## src/tmr_consts.svh

```systemverilog
`ifndef TMR_CONSTS_SVH
`define TMR_CONSTS_SVH

// Register byte offsets inside the timer block.
`define TMR_OFF_TS      12'h000
`define TMR_OFF_GP0     12'h004
`define TMR_OFF_GP0_RL  12'h008
`define TMR_OFF_GP1     12'h00C
`define TMR_OFF_GP1_RL  12'h010
`define TMR_OFF_WDOG    12'h014
`define TMR_OFF_WDOG_EN 12'h018
`define TMR_OFF_KEY     12'h01C
`define TMR_OFF_STS     12'h020

// Field positions of the watchdog enable register.
`define TMR_WEN_CNT  0
`define TMR_WEN_IRQ  1
`define TMR_WEN_RST  2

// Field positions of the general-purpose reload register.
`define TMR_GP_EN    0
`define TMR_GP_ONE   1

// Field positions of the status register.
`define TMR_STS_GP0  0
`define TMR_STS_GP1  1
`define TMR_STS_TS   2
`define TMR_STS_WDOG 3
`define TMR_STS_WARM 4

// Unlock value of the key register and reset values.
`define TMR_KEY_VALUE  16'h482E
`define TMR_WDOG_RST   32'hFFFFFFFF
`define TMR_ZERO32     32'h00000000

// Timer tick: system clock in kHz over timer clock in kHz, rounded down.
`define TMR_SYS_KHZ    200000
`define TMR_TICK_KHZ   66660
`define TMR_TICK_DIV   (`TMR_SYS_KHZ / `TMR_TICK_KHZ)

`endif

```

## src/tmr_pkg.sv

```systemverilog
package tmr_pkg;
  // One register word of the timer block.
  typedef logic [31:0] tmr_word_t;
  // Reload field of a general-purpose timer.
  typedef logic [29:0] tmr_rl_t;
  // Status vector, one bit per event source.
  typedef logic [4:0]  tmr_sts_t;
endpackage : tmr_pkg

```

## src/tmr_gp.sv

```systemverilog
`timescale 1ns/100ps
`include "tmr_consts.svh"

// One general-purpose down counter with 30-bit reload and one-shot mode.
module tmr_gp (
  input  wire logic              clk_sys,
  input  wire logic              rst_n,
  input  wire logic              srst,
  input  wire logic              tick,
  input  wire logic              wr_rl,
  input  wire tmr_pkg::tmr_word_t wdata,
  output tmr_pkg::tmr_word_t     cnt,
  output tmr_pkg::tmr_word_t     ctrl,
  output logic                   fire
);

  tmr_pkg::tmr_word_t cnt_reg;   // Down counter.
  tmr_pkg::tmr_rl_t   rl_reg;    // Reload value, upper 30 counter bits.
  logic               en_reg;    // Count enable.
  logic               one_reg;   // One-shot control.

  // Zero is reached on a tick while counting; the counter then reloads.
  assign fire = tick & en_reg & (cnt_reg == `TMR_ZERO32);
  assign cnt  = cnt_reg;
  assign ctrl = {rl_reg, one_reg, en_reg};

  // Counter, reload and control; a reload write wins over counting.
  always_ff @(posedge clk_sys or negedge rst_n) begin
    if (!rst_n) begin
      cnt_reg <= `TMR_ZERO32;
      rl_reg  <= 30'h0;
      en_reg  <= 1'b0;
      one_reg <= 1'b0;
    end else if (srst) begin
      cnt_reg <= `TMR_ZERO32;
      rl_reg  <= 30'h0;
      en_reg  <= 1'b0;
      one_reg <= 1'b0;
    end else if (wr_rl) begin
      // The counter is loaded at once, low two bits zero.
      rl_reg  <= wdata[31:2];
      one_reg <= wdata[`TMR_GP_ONE];
      en_reg  <= wdata[`TMR_GP_EN];
      cnt_reg <= {wdata[31:2], 2'b00};
    end else if (fire) begin
      cnt_reg <= {rl_reg, 2'b00};
      // A one-shot timer stops itself until software enables it again.
      if (one_reg) begin
        en_reg <= 1'b0;
      end
    end else if (tick && en_reg) begin
      cnt_reg <= cnt_reg - 32'h00000001;
    end
  end

  // A reload write leaves the two low counter bits clear.
  AST_GP_LOW_ZERO: assert property (@(posedge clk_sys) disable iff (!rst_n)
    (wr_rl && !srst) |=> (cnt_reg[1:0] == 2'b00 && cnt_reg[31:2] == $past(wdata[31:2])))
    else $error("Reload write did not load the counter.");

  // A one-shot expiry clears the enable and reloads.
  AST_GP_ONESHOT: assert property (@(posedge clk_sys) disable iff (!rst_n)
    (fire && one_reg && !wr_rl && !srst) |=> (!en_reg && cnt_reg == {rl_reg, 2'b00}))
    else $error("One-shot timer kept counting.");

  // A disabled timer holds its count.
  AST_GP_HOLD: assert property (@(posedge clk_sys) disable iff (!rst_n)
    (!en_reg && !wr_rl && !srst) |=> $stable(cnt_reg))
    else $error("Disabled timer changed its count.");

endmodule : tmr_gp

```

## src/tmr_top.sv

```systemverilog
// Decided for this implementation: the placing of the registers and register access over APB.
`timescale 1ns/100ps
`include "tmr_consts.svh"

// Operation
// - Key register writable at any time.
// - Watchdog writes only when key unlocks.
// - Watchdog enable holds count, irq, reset.
// - Watchdog counts down only while enabled.
// - Watchdog zero raises irq when enabled.
// - Writing one clears the watchdog irq.
// - Watchdog zero with reset enable resets chip.
// - Warm bit survives watchdog reset; W1C.
// - Reset leaves all watchdog enables off.
// - Reset loads watchdog counter with ones.
// - Status register is five bits wide.
// - Time-stamp clears on reset, then counts.
// - Time-stamp wraps to zero and continues.
// - Time-stamp interrupt latched, cleared by one.
// - Reload fills upper thirty counter bits.
// - Reload write loads counter immediately.
// - Timer counts only while enabled.
// - Periodic mode reloads, interrupts, keeps counting.
// - One-shot mode reloads, interrupts, then stops.
// - Each timer has own irq and bit.
// - Reset clears timers and disables them.
// - Word accesses; reserved bits read zero.
// - Timers advance on the timer clock tick.
module tmr_top (
  input  wire logic              clk_sys,
  input  wire logic              nrst,
  input  wire logic              psel,
  input  wire logic              penable,
  input  wire logic              pwrite,
  input  wire logic [11:0]       paddr,
  input  wire tmr_pkg::tmr_word_t pwdata,
  output tmr_pkg::tmr_word_t     prdata,
  output logic                   pready,
  output logic                   pslverr,
  output logic                   irq_gp0,
  output logic                   irq_gp1,
  output logic                   irq_ts,
  output logic                   irq_wdog,
  output logic                   chip_rst
);

  ////////////////////////////////////////////////////////////////////////////////
  // Reset synchroniser and timer tick.

  logic        rst_meta_reg;  // First stage, read only by the second.
  logic        rst_n;         // Synchronised reset used by the whole block.
  logic [1:0]  tick_cnt_reg;  // Divider from the system clock to the tick.
  logic        tick;          // One-cycle timer clock enable.

  // The release is synchronised so every counter leaves reset together.
  always_ff @(posedge clk_sys or negedge nrst) begin
    if (!nrst) begin
      rst_meta_reg <= 1'b0;
      rst_n        <= 1'b0;
    end else begin
      rst_meta_reg <= 1'b1;
      rst_n        <= rst_meta_reg;
    end
  end

  // The 200 MHz clock divided by three stands in for the timer clock.
  assign tick = (tick_cnt_reg == 2'(`TMR_TICK_DIV - 1));

  // Free-running tick divider; it is not touched by the watchdog reset.
  always_ff @(posedge clk_sys or negedge rst_n) begin
    if (!rst_n) begin
      tick_cnt_reg <= 2'h0;
    end else if (tick) begin
      tick_cnt_reg <= 2'h0;
    end else begin
      tick_cnt_reg <= tick_cnt_reg + 2'h1;
    end
  end

  ////////////////////////////////////////////////////////////////////////////////
  // APB decode.

  logic        setup_ph;     // Setup phase of any transfer.
  logic        wr_acc;       // Write taking effect this cycle.
  logic        hit_ts;       // Address decodes.
  logic        hit_gp0rl;
  logic        hit_gp1rl;
  logic        hit_wdog;
  logic        hit_wen;
  logic        hit_key;
  logic        hit_sts;
  logic        mapped;       // Address names a register.
  logic        unlocked;     // Key holds the unlock value.
  logic        wr_wdog_ok;   // Accepted watchdog counter write.
  logic        wr_wen_ok;    // Accepted watchdog enable write.
  logic        srst;         // Block-wide reset caused by the watchdog.
  logic [15:0] key_reg;      // Watchdog protection key; declared here because the
                             // unlock compare below reads it.

  assign setup_ph  = psel & ~penable;
  assign wr_acc    = psel & penable & pwrite & ~srst;
  assign hit_ts    = (paddr == `TMR_OFF_TS);
  assign hit_gp0rl = (paddr == `TMR_OFF_GP0_RL);
  assign hit_gp1rl = (paddr == `TMR_OFF_GP1_RL);
  assign hit_wdog  = (paddr == `TMR_OFF_WDOG);
  assign hit_wen   = (paddr == `TMR_OFF_WDOG_EN);
  assign hit_key   = (paddr == `TMR_OFF_KEY);
  assign hit_sts   = (paddr == `TMR_OFF_STS);
  assign mapped    = hit_ts | hit_gp0rl | hit_gp1rl | hit_wdog | hit_wen | hit_key | hit_sts
                   | (paddr == `TMR_OFF_GP0) | (paddr == `TMR_OFF_GP1);
  assign unlocked   = (key_reg == `TMR_KEY_VALUE);
  assign wr_wdog_ok = wr_acc & hit_wdog & unlocked;
  assign wr_wen_ok  = wr_acc & hit_wen & unlocked;

  ////////////////////////////////////////////////////////////////////////////////
  // Registers.

  tmr_pkg::tmr_word_t ts_reg;       // Time-stamp up counter.
  tmr_pkg::tmr_word_t wdog_reg;     // Watchdog down counter.
  logic [2:0]         wen_reg;      // Watchdog count, irq and reset enables.
  tmr_pkg::tmr_sts_t  sts_reg;      // Sticky event flags.
  logic               wd_rst_reg;   // Watchdog-caused reset pulse.
  tmr_pkg::tmr_word_t gp0_cnt;      // Timer 0 count.
  tmr_pkg::tmr_word_t gp0_ctrl;     // Timer 0 reload readback.
  logic               gp0_fire;     // Timer 0 reached zero.
  tmr_pkg::tmr_word_t gp1_cnt;      // Timer 1 count.
  tmr_pkg::tmr_word_t gp1_ctrl;     // Timer 1 reload readback.
  logic               gp1_fire;     // Timer 1 reached zero.
  logic               ts_wrap;      // Time-stamp rolls over.
  logic               wd_zero;      // Watchdog decrements to zero.
  tmr_pkg::tmr_sts_t  sts_set;      // Hardware sets.
  tmr_pkg::tmr_sts_t  sts_clr;      // Software write-one clears.
  tmr_pkg::tmr_word_t rd_data;      // Read multiplexer.

  assign srst = wd_rst_reg;

  // Both timers are the same logic with their own write strobes.
  tmr_gp u_gp0 (
    .clk_sys (clk_sys),
    .rst_n   (rst_n),
    .srst    (srst),
    .tick    (tick),
    .wr_rl   (wr_acc & hit_gp0rl),
    .wdata   (pwdata),
    .cnt     (gp0_cnt),
    .ctrl    (gp0_ctrl),
    .fire    (gp0_fire)
  );

  tmr_gp u_gp1 (
    .clk_sys (clk_sys),
    .rst_n   (rst_n),
    .srst    (srst),
    .tick    (tick),
    .wr_rl   (wr_acc & hit_gp1rl),
    .wdata   (pwdata),
    .cnt     (gp1_cnt),
    .ctrl    (gp1_ctrl),
    .fire    (gp1_fire)
  );

  assign ts_wrap = tick & (ts_reg == 32'hFFFFFFFF);
  // A watchdog left at zero stays there instead of firing again.
  assign wd_zero = tick & wen_reg[`TMR_WEN_CNT] & (wdog_reg == 32'h00000001) & ~wr_wdog_ok;

  assign sts_set = {wd_zero & wen_reg[`TMR_WEN_RST],
                    wd_zero & wen_reg[`TMR_WEN_IRQ],
                    ts_wrap, gp1_fire, gp0_fire};
  assign sts_clr = (wr_acc & hit_sts) ? pwdata[4:0] : 5'h00;

  // Time-stamp: software may overwrite it, otherwise it counts and wraps.
  always_ff @(posedge clk_sys or negedge rst_n) begin
    if (!rst_n) begin
      ts_reg <= `TMR_ZERO32;
    end else if (srst) begin
      ts_reg <= `TMR_ZERO32;
    end else if (wr_acc && hit_ts) begin
      ts_reg <= pwdata;
    end else if (tick) begin
      ts_reg <= ts_reg + 32'h00000001;
    end
  end

  // Watchdog counter and enables, both guarded by the key.
  always_ff @(posedge clk_sys or negedge rst_n) begin
    if (!rst_n) begin
      wdog_reg <= `TMR_WDOG_RST;
      wen_reg  <= 3'h0;
      key_reg  <= 16'h0000;
    end else if (srst) begin
      wdog_reg <= `TMR_WDOG_RST;
      wen_reg  <= 3'h0;
      key_reg  <= 16'h0000;
    end else begin
      if (wr_acc && hit_key) begin
        key_reg <= pwdata[15:0];
      end
      if (wr_wen_ok) begin
        wen_reg <= pwdata[2:0];
      end
      if (wr_wdog_ok) begin
        wdog_reg <= pwdata;
      end else if (tick && wen_reg[`TMR_WEN_CNT] && wdog_reg != `TMR_ZERO32) begin
        wdog_reg <= wdog_reg - 32'h00000001;
      end
    end
  end

  // Status flags: a set in the clearing cycle survives. The warm bit is
  // kept through the watchdog reset so software can see why it restarted.
  always_ff @(posedge clk_sys or negedge rst_n) begin
    if (!rst_n) begin
      sts_reg    <= 5'h00;
      wd_rst_reg <= 1'b0;
    end else begin
      wd_rst_reg <= sts_set[`TMR_STS_WARM];
      if (srst) begin
        sts_reg <= {sts_reg[`TMR_STS_WARM], 4'h0};
      end else begin
        sts_reg <= (sts_reg & ~sts_clr) | sts_set;
      end
    end
  end

  ////////////////////////////////////////////////////////////////////////////////
  // APB answer: zero wait states, data captured in the setup phase.

  // Reserved bits read as zero.
  always_comb begin
    rd_data = `TMR_ZERO32;
    case (paddr)
      `TMR_OFF_TS:      rd_data = ts_reg;
      `TMR_OFF_GP0:     rd_data = gp0_cnt;
      `TMR_OFF_GP0_RL:  rd_data = gp0_ctrl;
      `TMR_OFF_GP1:     rd_data = gp1_cnt;
      `TMR_OFF_GP1_RL:  rd_data = gp1_ctrl;
      `TMR_OFF_WDOG:    rd_data = wdog_reg;
      `TMR_OFF_WDOG_EN: rd_data = {29'h0, wen_reg};
      `TMR_OFF_KEY:     rd_data = {16'h0000, key_reg};
      `TMR_OFF_STS:     rd_data = {27'h0, sts_reg};
      default:          rd_data = `TMR_ZERO32;
    endcase
  end

  // Outputs come from flops; read data is frozen during the access phase.
  always_ff @(posedge clk_sys or negedge rst_n) begin
    if (!rst_n) begin
      prdata   <= `TMR_ZERO32;
      pready   <= 1'b0;
      pslverr  <= 1'b0;
      chip_rst <= 1'b0;
    end else begin
      pready   <= 1'b1;
      chip_rst <= sts_set[`TMR_STS_WARM];
      if (setup_ph) begin
        prdata  <= pwrite ? `TMR_ZERO32 : rd_data;
        pslverr <= ~mapped;
      end
    end
  end

  assign irq_gp0  = sts_reg[`TMR_STS_GP0];
  assign irq_gp1  = sts_reg[`TMR_STS_GP1];
  assign irq_ts   = sts_reg[`TMR_STS_TS];
  assign irq_wdog = sts_reg[`TMR_STS_WDOG];

  ////////////////////////////////////////////////////////////////////////////////
  // Checks.
  // Each check is disabled while the synchronised reset is low, so the
  // first cycle after release only compares against reset values.

  AST_KEY_LOCK: assert property (@(posedge clk_sys) disable iff (!rst_n)
    (psel && penable && pwrite && hit_wen && !unlocked && !srst) |=> $stable(wen_reg))
    else $error("Locked watchdog enable changed.");

  AST_WDOG_HOLD: assert property (@(posedge clk_sys) disable iff (!rst_n)
    (!wen_reg[0] && !wr_wdog_ok && !srst) |=> $stable(wdog_reg))
    else $error("Disabled watchdog changed.");

  AST_WDOG_IRQ: assert property (@(posedge clk_sys) disable iff (!rst_n)
    (wd_zero && wen_reg[1] && !wen_reg[2]) |=> irq_wdog)
    else $error("Watchdog zero raised no interrupt.");

  AST_WDOG_RST: assert property (@(posedge clk_sys) disable iff (!rst_n)
    (wd_zero && wen_reg[2]) |=> (chip_rst && sts_reg[4]) ##1 (wen_reg == 3'h0 && wdog_reg == 32'hFFFFFFFF))
    else $error("Watchdog reset sequence wrong.");

  AST_WARM_KEEP: assert property (@(posedge clk_sys) disable iff (!rst_n)
    (sts_reg[4] && !(wr_acc && hit_sts && pwdata[4])) |=> sts_reg[4])
    else $error("Warm bit lost.");

  AST_TS_WRAP: assert property (@(posedge clk_sys) disable iff (!rst_n)
    (ts_wrap && !srst && !(wr_acc && hit_ts)) |=> (ts_reg == 32'h00000000 && irq_ts))
    else $error("Time-stamp did not wrap.");

  AST_SET_WINS: assert property (@(posedge clk_sys) disable iff (!rst_n)
    (gp0_fire && sts_clr[0] && !srst) |=> irq_gp0)
    else $error("Event lost against clear.");

  AST_TICK_RATE: assert property (@(posedge clk_sys) disable iff (!rst_n)
    tick |=> !tick ##1 !tick ##1 tick)
    else $error("Timer tick period wrong.");

  // Key writes are taken whatever the lock state.
  AST_KEY_ANY: assert property (@(posedge clk_sys) disable iff (!rst_n)
    (wr_acc && hit_key) |=> (key_reg == $past(pwdata[15:0])))
    else $error("Key write was not taken.");

  // An unlocked counter write loads the whole word.
  AST_WDOG_LOAD: assert property (@(posedge clk_sys) disable iff (!rst_n)
    wr_wdog_ok |=> (wdog_reg == $past(pwdata)))
    else $error("Unlocked watchdog write lost.");

  // An enabled watchdog loses exactly one per tick until it sits at zero.
  AST_WDOG_DEC: assert property (@(posedge clk_sys) disable iff (!rst_n)
    (tick && wen_reg[0] && wdog_reg != 32'h00000000 && !wr_wdog_ok && !srst)
    |=> (wdog_reg == $past(wdog_reg) - 32'h00000001))
    else $error("Watchdog did not decrement.");

  // With its interrupt masked the watchdog reaching zero stays silent.
  AST_WDOG_MASK: assert property (@(posedge clk_sys) disable iff (!rst_n)
    (wd_zero && !wen_reg[1] && !irq_wdog) |=> !irq_wdog)
    else $error("Masked watchdog raised an interrupt.");

  // Writing one to the watchdog bit drops the interrupt unless a new event sets it.
  AST_WDOG_CLR: assert property (@(posedge clk_sys) disable iff (!rst_n)
    (wr_acc && hit_sts && pwdata[3] && !sts_set[3]) |=> !irq_wdog)
    else $error("Watchdog interrupt not cleared.");

  // The chip reset request is a single-cycle pulse.
  AST_RST_PULSE: assert property (@(posedge clk_sys) disable iff (!rst_n)
    chip_rst |=> !chip_rst)
    else $error("Chip reset request stuck high.");

  // The block-wide reset puts the timers and enables back to defaults.
  AST_SRST_DEFAULTS: assert property (@(posedge clk_sys) disable iff (!rst_n)
    srst |=> (wen_reg == 3'h0 && ts_reg == 32'h00000000 && gp0_ctrl == 32'h00000000
              && gp0_cnt == 32'h00000000 && gp1_ctrl == 32'h00000000 && gp1_cnt == 32'h00000000))
    else $error("Watchdog reset left state behind.");

  // Without a write the time-stamp moves by one per tick, wrapping naturally.
  AST_TS_COUNT: assert property (@(posedge clk_sys) disable iff (!rst_n)
    (tick && !srst && !(wr_acc && hit_ts)) |=> (ts_reg == $past(ts_reg) + 32'h00000001))
    else $error("Time-stamp did not count.");

  // Reserved status bits read back as zero.
  AST_STS_RESERVED: assert property (@(posedge clk_sys) disable iff (!rst_n)
    (setup_ph && !pwrite && hit_sts) |=> (prdata[31:5] == 27'h0))
    else $error("Reserved status bits read non-zero.");

endmodule : tmr_top

```

## config.mk

```make
export PLATFORM = sky130hd
export DESIGN_NAME = tmr_top
export DESIGN_NICKNAME = d
export VERILOG_FILES = /design/src/tmr_pkg.sv /design/src/tmr_gp.sv /design/src/tmr_top.sv
export VERILOG_INCLUDE_DIRS = /design/src
export SDC_FILE = /design/constraint.sdc
export NUM_CORES = 1
export LEC_CHECK = 0
export ABC_CLOCK_PERIOD_IN_PS = 8700
export BUFFER_PORTS_ARGS = -buffer_cell sky130_fd_sc_hd__buf_2
export CAP_MARGIN = 20
export CORE_ASPECT_RATIO = 1.2
export CORE_MARGIN = 4
export CORE_UTILIZATION = 25
export DETAILED_ROUTE_END_ITERATION = 6
export PLACE_DENSITY_LB_ADDON = 0.2
export REMOVE_ABC_BUFFERS = 1
export SLEW_MARGIN = 20
export SYNTH_ARGS = -nofsm -noshare
export SYNTH_HDL_FRONTEND = slang
export SYNTH_HIERARCHICAL = 1
export SYNTH_SLANG_ARGS = --single-unit
```

## constraint.sdc

```tcl
create_clock -name clk_sys -period 8.7 [get_ports clk_sys]
set_input_delay 0.435 -clock clk_sys [delete_from_list [all_inputs] [get_ports clk_sys]]
set_output_delay 0.435 -clock clk_sys [all_outputs]
set_load 0.1 [all_outputs]
```

=== After elaboration in Yosys (flattened, before gate mapping) ===
Index checks and enable logic that the tools add are counted.

* Add/subtract/negate cells: 5
* Equal/unequal tests: 12
* Muxes and demuxes: 39
* Bitwise gates (word level): 36
* Reduce and logical (&&, ||, !) cells: 24

{| class="wikitable"
|+ Operator list
! operator !! number
|-
| 2-to-1 mux 32 bit || 15
|-
| one-hot mux 32 bit (9 select lines) || 1
|-
| 2-to-1 mux 30 bit || 4
|-
| subtractor 32 x 1 -> 32 bit, second input constant || 3
|-
| zero test 32 bit || 2
|-
| == test 12 x 5 -> 1 bit, second input constant || 4
|-
| adder 32 x 1 -> 32 bit, second input constant || 1
|-
| == test 32 x 1 -> 1 bit, second input constant || 1
|-
| == test 32 bit, second input constant || 1
|-
| 2-to-1 mux 16 bit || 2
|-
| nonzero test 32 bit || 1
|-
| == test 12 x 4 -> 1 bit, second input constant || 2
|-
| AND 1 bit || 21
|-
| nonzero test 3 bit || 6
|-
| == test 16 x 15 -> 1 bit, second input constant || 1
|-
| == test 12 x 3 -> 1 bit, second input constant || 1
|-
| == test 12 x 6 -> 1 bit, second input constant || 1
|-
| zero test 12 bit || 1
|-
| 2-to-1 mux 1 bit || 12
|-
| OR 1 bit || 8
|-
| nonzero test 2 bit || 4
|-
| nonzero test 4 bit || 2
|-
| logical AND 1 bit || 6
|-
| 2-to-1 mux 3 bit || 2
|-
| 10 further kinds || 14
|}

* Flip-flop bits (word level): 255
* Output and inout bits: 39
* Logic and storage cells: 137

=== Longest topological paths before layout ===
Gate-level depths: netlist of the first run.

* Depth after elaboration: 10
* Gate-level depth with buffers: 11

=== By module ===
The synthesis of the first run kept the hierarchy.

{| class="wikitable"
|+ Modules (own cells, without submodules)
! module !! times used !! cells each !! area an instance (µm²) !! seq. area each (µm²)
|-
| tmr_top || 1 || 900 || 7925.1 || 3218.1
|-
| tmr_gp || 2 || 421 || 3708.6 || 1601.5
|}

=== Worst setup path after synthesis of the first run ===
OpenSTA, ideal clock, no wires.

* Kind: reg-to-reg
* From: reg chip_rst (netlist name)
* To: reg u_gp1.rl_reg[0]
* Arrival: 3.069 ns
* Data required time: 8.568 ns
* Setup slack: 5.499 ns
* Cell stages (with the launch flop): 8
* Buffers on the path: 3
* Period minus slack after synthesis: 3.201 ns
* Path through: dfrtp_1 nand4b_1 nor3_1 clkbuf_1 clkbuf_1 buf_1 mux2i_1 nor2_1

{| class="wikitable"
|+ RTL lines
! what !! line !! RTL
|-
| to (signal assigned) || tmr_gp.sv:41 || <nowiki>rl_reg <= wdata[31:2];</nowiki>
|-
| to (decl) || tmr_gp.sv:18 || <nowiki>tmr_pkg::tmr_rl_t rl_reg;</nowiki>
|}

==> results.md, run 1 <==
- VDD IR max: 0.000127 V
- Remaining DRCs: 0
- # port buffers: between 80 and 90
- Crit share post-route: between 40% and 50%
- Dominant synthesized flop cell: dfrtp_1
- CP Max Fanout: 111
- Post-Route Skew: 23.7 ps
- DIE HEIGHT: roughly 280 microns
- Async SR Flop Fraction: between 90% and 100%
- Ys Warns: 6
- Placement Cell Area: between 15000 and 20000 sq um
- Die Area: 65400 sq um
- Inserted Clock Buffers: 31
- Tot GR Track Use: about a fifth
- Root buf cell: clkbuf_16
- Clock buffer depth: 3
- Drt wl/cell: ~27 microns
- Max-cap violation count: 0
- Worst skew pair latency: slightly below 600 ps
- Final Hold Vio Count: 0
- Setup TNS: 0 ps
- Worst EP arrival: ~4300 ps
- Power Dens Cells: between 100 and 150 nW/um^2
- Core area: around 60000 sq um
- # rows: 99
- Vias per cell: around 5.7
- Initial detailed-routing violation count: between 1000 and 1500
- RSZ-0062 raised after global routing: false
- Mapped cell area: roughly 15000 sq um
- Crit path launch type: register
- Number of global-route vias before repair: between 10000 and 15000
- Worst-Margin Slew: around 1100 ps
- First-pass GRT wire length: about 100000 microns
- Worst EP required: about 9200 ps
- Sequential-to-total area share from yosys stat: between 40% and 50%
- Final Instance Area: 17500 sq um
- Slew Limit Fails: 0
- Critical R2R Capture: u_gp1/cnt[31]
- Chip Width: 234 microns
- Post-CTS setup buffers: 0
- Utilization after layout: 28.8%
- Gpl congestion: around 0.9
- Synthesis-to-finish area growth: 14.1%
- N_diodes: 0
- Cells after Synth: ~1700
- CTS H-tree depth: 1
- Initial antenna violation count: 0
- Area contributors post-synth: dfrtp_1 (36%), dfstp_2 (5.5%), nor2_1 (5.4%), nand2_1 (4.5%), mux2i_1 (4.4%)
- Share of the synthesized area in the top cell type: a little over a third
- Drt pass-1 iters: 6
- Effective utilization at floorplan: 25.2%
- Slew headroom: 23.2%
- DP HPWL: slightly above 50000 microns
- Crit. End Element: register
- Fill cell count: 6500
- Yosys top cell by area: dfrtp_1
- Nets: around 1800
- Largest net degree at the start of global routing: approximately 140
- CTS tree: built
- RR Startpoint: chip_rst
- Clock-pin slew on the worst setup and hold paths: around 60 ps
- CTS sink cnt: around 260
- Netlist cell types: 83
- Post-Syn Area per Cell: 8.81 sq um
- Drt total wl: 70900 microns
- Minimum clock period: between 3000 and 4000 ps
- F_max: about 260 MHz
- Final setup violation count: 0
- Outcome: finished, final reports clean
- Top post-synthesis cells by count: dfrtp_1 (223), nor2_1 (221), nand2_1 (182)
- Worst R2R Path Depth: 10
- Synthesized flop and latch total: 255
- Share of layout cells above drive strength 1: 13.9%
- Top-count cell post-synth: dfrtp_1
- R2R setup slack: 4880 ps
- Grt ovf: 0
- Total power: 2.57 mW
- Static Leak: 6.91 nW
- I/O pin cnt: ~90
- Post-synth EDFFs: 0
- CP Class: reg -> reg
- DR vias: ~15000
- Hold WC Path Type: in -> async
- ANT nets after route: 0
[worst max-delay path by stage]
stage / startpoint / end / slack, ps / cells past startpoint
3_3_place_gp: paddr[7] / u_gp1/cnt[8] / 4970 / 12
2_1_floorplan: chip_rst / u_gp1/cnt[8] / -2520 / 8
3_5_place_dp: chip_rst / u_gp0/cnt[31] / 4930 / 10
4_1_cts: chip_rst / u_gp0/cnt[31] / 4930 / 10
6_report: chip_rst / u_gp1/cnt[31] / 4880 / 10
5_1_grt: chip_rst / u_gp1/cnt[31] / 4700 / 10
[routing by layer]
layer  GRT usage, %  wire length, microns  vias to the layer above
met5              0                     0                        -
met4           9.52                  3930                        0
met3           2.94                  4440                      172
li1               -                     -                     6592
met2           35.1                 34000                      677
met1           27.2                 28500                     7451
[cells in the final DEF, fill, tap and decap left out, types with 32 or more instances in the layout]
cell	instances
a211oi_1	43
a21oi_1	114
a221oi_1	47
buf_2	87
dfrtp_1	221
dfstp_2	32
mux2i_1	68
nand2_1	182
nand3_1	36
nor2_1	219
nor3_1	62
o21ai_0	53
o21ai_1	39
[per-stage QoR]
stage	hold slack [ps]	worst slack, ps	instances
6_report	176	4880	2602
2_1_floorplan	139	-2520	1622
5_1_grt	156	4700	2602
3_5_place_dp	222	4930	2545
4_1_cts	150	4930	2602
3_3_place_gp	223	4970	2545
[worst max-delay path, stage by stage, from the launching register on]
cell and delay [ps]:
dfrtp_4 700, buf_12 510, nand4b_1 380, nor3_2 90, buf_4 250, or2_2 380, nor2_1 660, nor2_1 180
a221oi_1 320, a31oi_1 80, nand2_1 90
[power breakdown]
group | leakage (nW) | internal, mW | switching, mW
clock network | 0.465 | 0.704 | 0.557
logic | 3.29 | 0.0231 | 0.0832
registers | 3.16 | 1.19 | 0.0115
[area by class of cell]
type                       count  area [sq um]  share of cell area, %
timing repair buffer         116           681                   3.89
clock inverter                 9          50.0                  0.286
sequential                   255          6430                   36.7
inverter                      25          93.8                  0.536
clock buffer                  47           896                   5.12
multi-input combinational   1342          8340                   47.7
tap                          808          1010                   5.78
[logic make-up after synthesis]
logic type / synth area share [%]
adder cells (fa/ha/maj): 0.408
multiplexers: 4.80
other: 0.0244
XOR/XNOR: 3.37
AO/OA/AOI/OAI: 23.0
buffers and inverters: 4.03
flip-flops: 41.9
AND/OR/NAND/NOR: 22.5
[what timing repair did]
action | 4_1_cts | 5_1_grt
hold endpoints to repair | 2 | 0
setup endpoints to repair | 0 | 0
hold buffers | 1 | 0
gates resized for setup | 0 | 0
No activity file was read; power rests on OpenSTA's default activity.
==> inputs of run 2 (changes only) <==
--- a/config.mk
+++ b/config.mk
@@ -6,7 +6,7 @@
 export SDC_FILE = /design/constraint.sdc
 export NUM_CORES = 1
 export LEC_CHECK = 0
-export ABC_CLOCK_PERIOD_IN_PS = 8700
+export ABC_CLOCK_PERIOD_IN_PS = 3800
 export BUFFER_PORTS_ARGS = -buffer_cell sky130_fd_sc_hd__buf_2
 export CAP_MARGIN = 20
 export CORE_ASPECT_RATIO = 1.2
==> constraint.sdc (replaced) <==
create_clock -name clk_sys -period 3.8 [get_ports clk_sys]
set_input_delay 0.19 -clock clk_sys [delete_from_list [all_inputs] [get_ports clk_sys]]
set_output_delay 0.19 -clock clk_sys [all_outputs]
set_load 0.1 [all_outputs]
==> run 2 against run 1 <==
Net effect: critical endpoint is now u_gp1/cnt[27]; highest routed layer unchanged; non-clock buffer count rose by 53; largest power group unchanged; flip-flop and latch count stayed put; critical path type unchanged; utilization rose by 0.85 points; register-to-register slack worse by 4600 ps.
==> results.md, run 2 (synthesis gave the netlist of run 1 again) <==
- Outcome: finished, final reports clean
- Initial antenna violation count: 0 (unchanged)
- Placement Cell Area: 16800 sq um (+1.5%)
- Crit share post-route: 92.5% (+49 points)
- Crit. End Element: register
- Worst Hold Slack: 31.3 ps (-145 ps)
- N_diodes: 0 (unchanged)
- PostCTS Resize Cnt: 0 (unchanged)
- Clock buffer depth: 3 (unchanged)
- Die Area: 65400 sq um (unchanged)
- Crit path top cell by count: nand2b_1
- RSZ-0062 raised after global routing: false
- Minimum clock period: 3520 ps (-301 ps)
- Worst skew pair latency: 580 ps (about the same)
- Crit path launch type: register
- Buffers and inverters on the worst path: 1 (-1)
- Post-CTS setup buffers: 0 (unchanged)
- Final Instance Area: 18000 sq um (+3.0%)
- CP delay by family, top: simple AND/OR/NAND/NOR gates
- CP Max Fanout: 13 (-88%)
- CTS tree: built
- Worst EP required: 4270 ps (-4940 ps)
- Total power: 5.95 mW (+130%)
- Multi-input gate area: 8330 sq um (-0.18%)
- Post-Route Skew: 10.5 ps (-13.2 ps)
- CTS sink cnt: 255 (unchanged)
- DIE HEIGHT: 279 microns (unchanged)
- Worst EP arrival: 3980 ps (-350 ps)
- VDD IR max: 0.000329 V (+160%)
- Inserted Clock Buffers: 31 (unchanged)
- Static Leak: 7.17 nW (+3.8%)
- Largest net degree at the start of global routing: 114 (-18%)
- Synthesis-to-finish area growth: 17.5%
- Slew headroom: 20.9% (-2.3 points)
- Drt wl/cell: 27.1 microns (-0.40%)
- Hold WC Path Type: in -> reg
- Clock-pin slew on the worst setup and hold paths: 60 ps (about the same)
- Dpl ws: 395 ps (-4540 ps)
- Grt ovf: 0 (unchanged)
- Drt pass-1 iters: 5 (-1)
- F_max: 284 MHz (+8.6%)
- Tot GR Track Use: 21.4% (+0.33 points)
- Worst path max stage delay: 820 ps (+120 ps)
- CP Class: reg -> reg
- Leading cell type in the layout, fill and taps excluded: dfrtp_1
- Crit-path cells: nand2b_1, inv_2, nand3b_1, or4b_1, nand4b_1, o21ai_0, nand2b_1, a32o_1
- Nets: 1878 (+2.9%)
- Root buf cell: clkbuf_16
- Slew Limit Fails: 0 (unchanged)
- Gpl congestion: 0.924 (+0.52%)
- I/O pin cnt: 88 (unchanged)
- Remaining DRCs: 0 (unchanged)
- DP HPWL: 52600 microns (+2.9%)
- Utilization after layout: 29.6% (+0.85 points)
- Final setup violation count: 0 (unchanged)
- Drt total wl: 72000 microns (+1.5%)
- Worst-Margin Slew: 1180 ps (+34.4 ps)
- Power Dens Cells: 330 nW/um^2 (+120%)
- # port buffers: 87 (unchanged)
- Worst setup margin: 285 ps (-4600 ps)
- Number of global-route vias before repair: 14700 (+2.4%)
- Register area: 6430 sq um (unchanged)
- DR vias: 15100 (+1.1%)
- Fill cell count: 6410 (-1.4%)
- Share of layout cells above drive strength 1: 14.5% (+0.59 points)
- Effective utilization at floorplan: 25.2% (unchanged)
- Final Hold Vio Count: 0 (unchanged)
- Commonest non-fill, non-tap cells in the layout: dfrtp_1 (221), nor2_1 (219), nand2_1 (182)
- Vias per cell: 5.68 (-0.83%)
- # rows: 99 (unchanged)
- Max-cap violation count: 0 (unchanged)
- Initial detailed-routing violation count: 1649 (+11%)
- CP max-delay cell: nand4b_1
- ANT nets after route: 0 (unchanged)
- First-pass GRT wire length: 104000 microns (+1.1%)
- CTS H-tree depth: 1 (unchanged)
- Core area: 60800 sq um (unchanged)
- Chip Width: 234 microns (unchanged)
-- run 2: cell type report --
type | count | area share [%]
inverter | 25 | 0.521
tap | 808 | 5.61
timing repair buffer | 169 | 6.71
clock inverter | 6 | 0.444
multi-input combinational | 1342 | 46.2
sequential | 255 | 35.7
clock buffer | 48 | 4.83
-- run 2: per-stage QoR --
stage	TNS (ps)	std cells
2_1_floorplan	-1835610	1622
3_3_place_gp	0	2571
3_5_place_dp	0	2571
4_1_cts	0	2653
5_1_grt	0	2653
6_report	0	2653
-- run 2: power by group --
| group | leakage [nW] | internal, mW | switching, mW |
|---|---|---|---|
| sequential | 3.16 | 2.73 | 0.0162 |
| combinational | 3.55 | 0.0771 | 0.208 |
| clock | 0.464 | 1.69 | 1.23 |
-- run 2: worst paths after layout --
| check | slack, ps | startpoint | endpoint | cells after the start |
|---|---|---|---|---|
| min reg2reg | 240 | rst_n | pready | 0 |
| max | 280 | tick_cnt_reg[0] | u_gp1/cnt[27] | 8 |
| max reg2reg | 280 | tick_cnt_reg[0] | u_gp1/cnt[27] | 8 |
| min | 30 | pwdata[11] | key_reg[11] | 3 |
| max in group asynchronous | 2670 | rst_n | u_gp1/rl_reg[22] | 1 |
| min in group asynchronous | 240 | rst_n | pready | 0 |
-- run 2: layer usage --
metal / wire length (microns) / global-route usage (%) / vias up / part of all wire (%)
li1: - / - / 6705 / -
met1: 30100 / 28.1 / 7531 / 42
met2: 33600 / 35.0 / 665 / 47
met3: 3960 / 2.45 / 157 / 5.5
met4: 4300 / 10.8 / 0 / 6.0
met5: 0 / 0 / - / 0
-- run 2: worst min-delay path, stage by stage --
cell and delay, ps:
buf_2 220, nand2_1 90, o21ai_0 70
-- run 2: timing repair --
item | in CTS | in global routing
endpoints found under the hold margin | 64 | 0
hold buffers | 28 | 0
endpoints found under the setup margin | 0 | 0
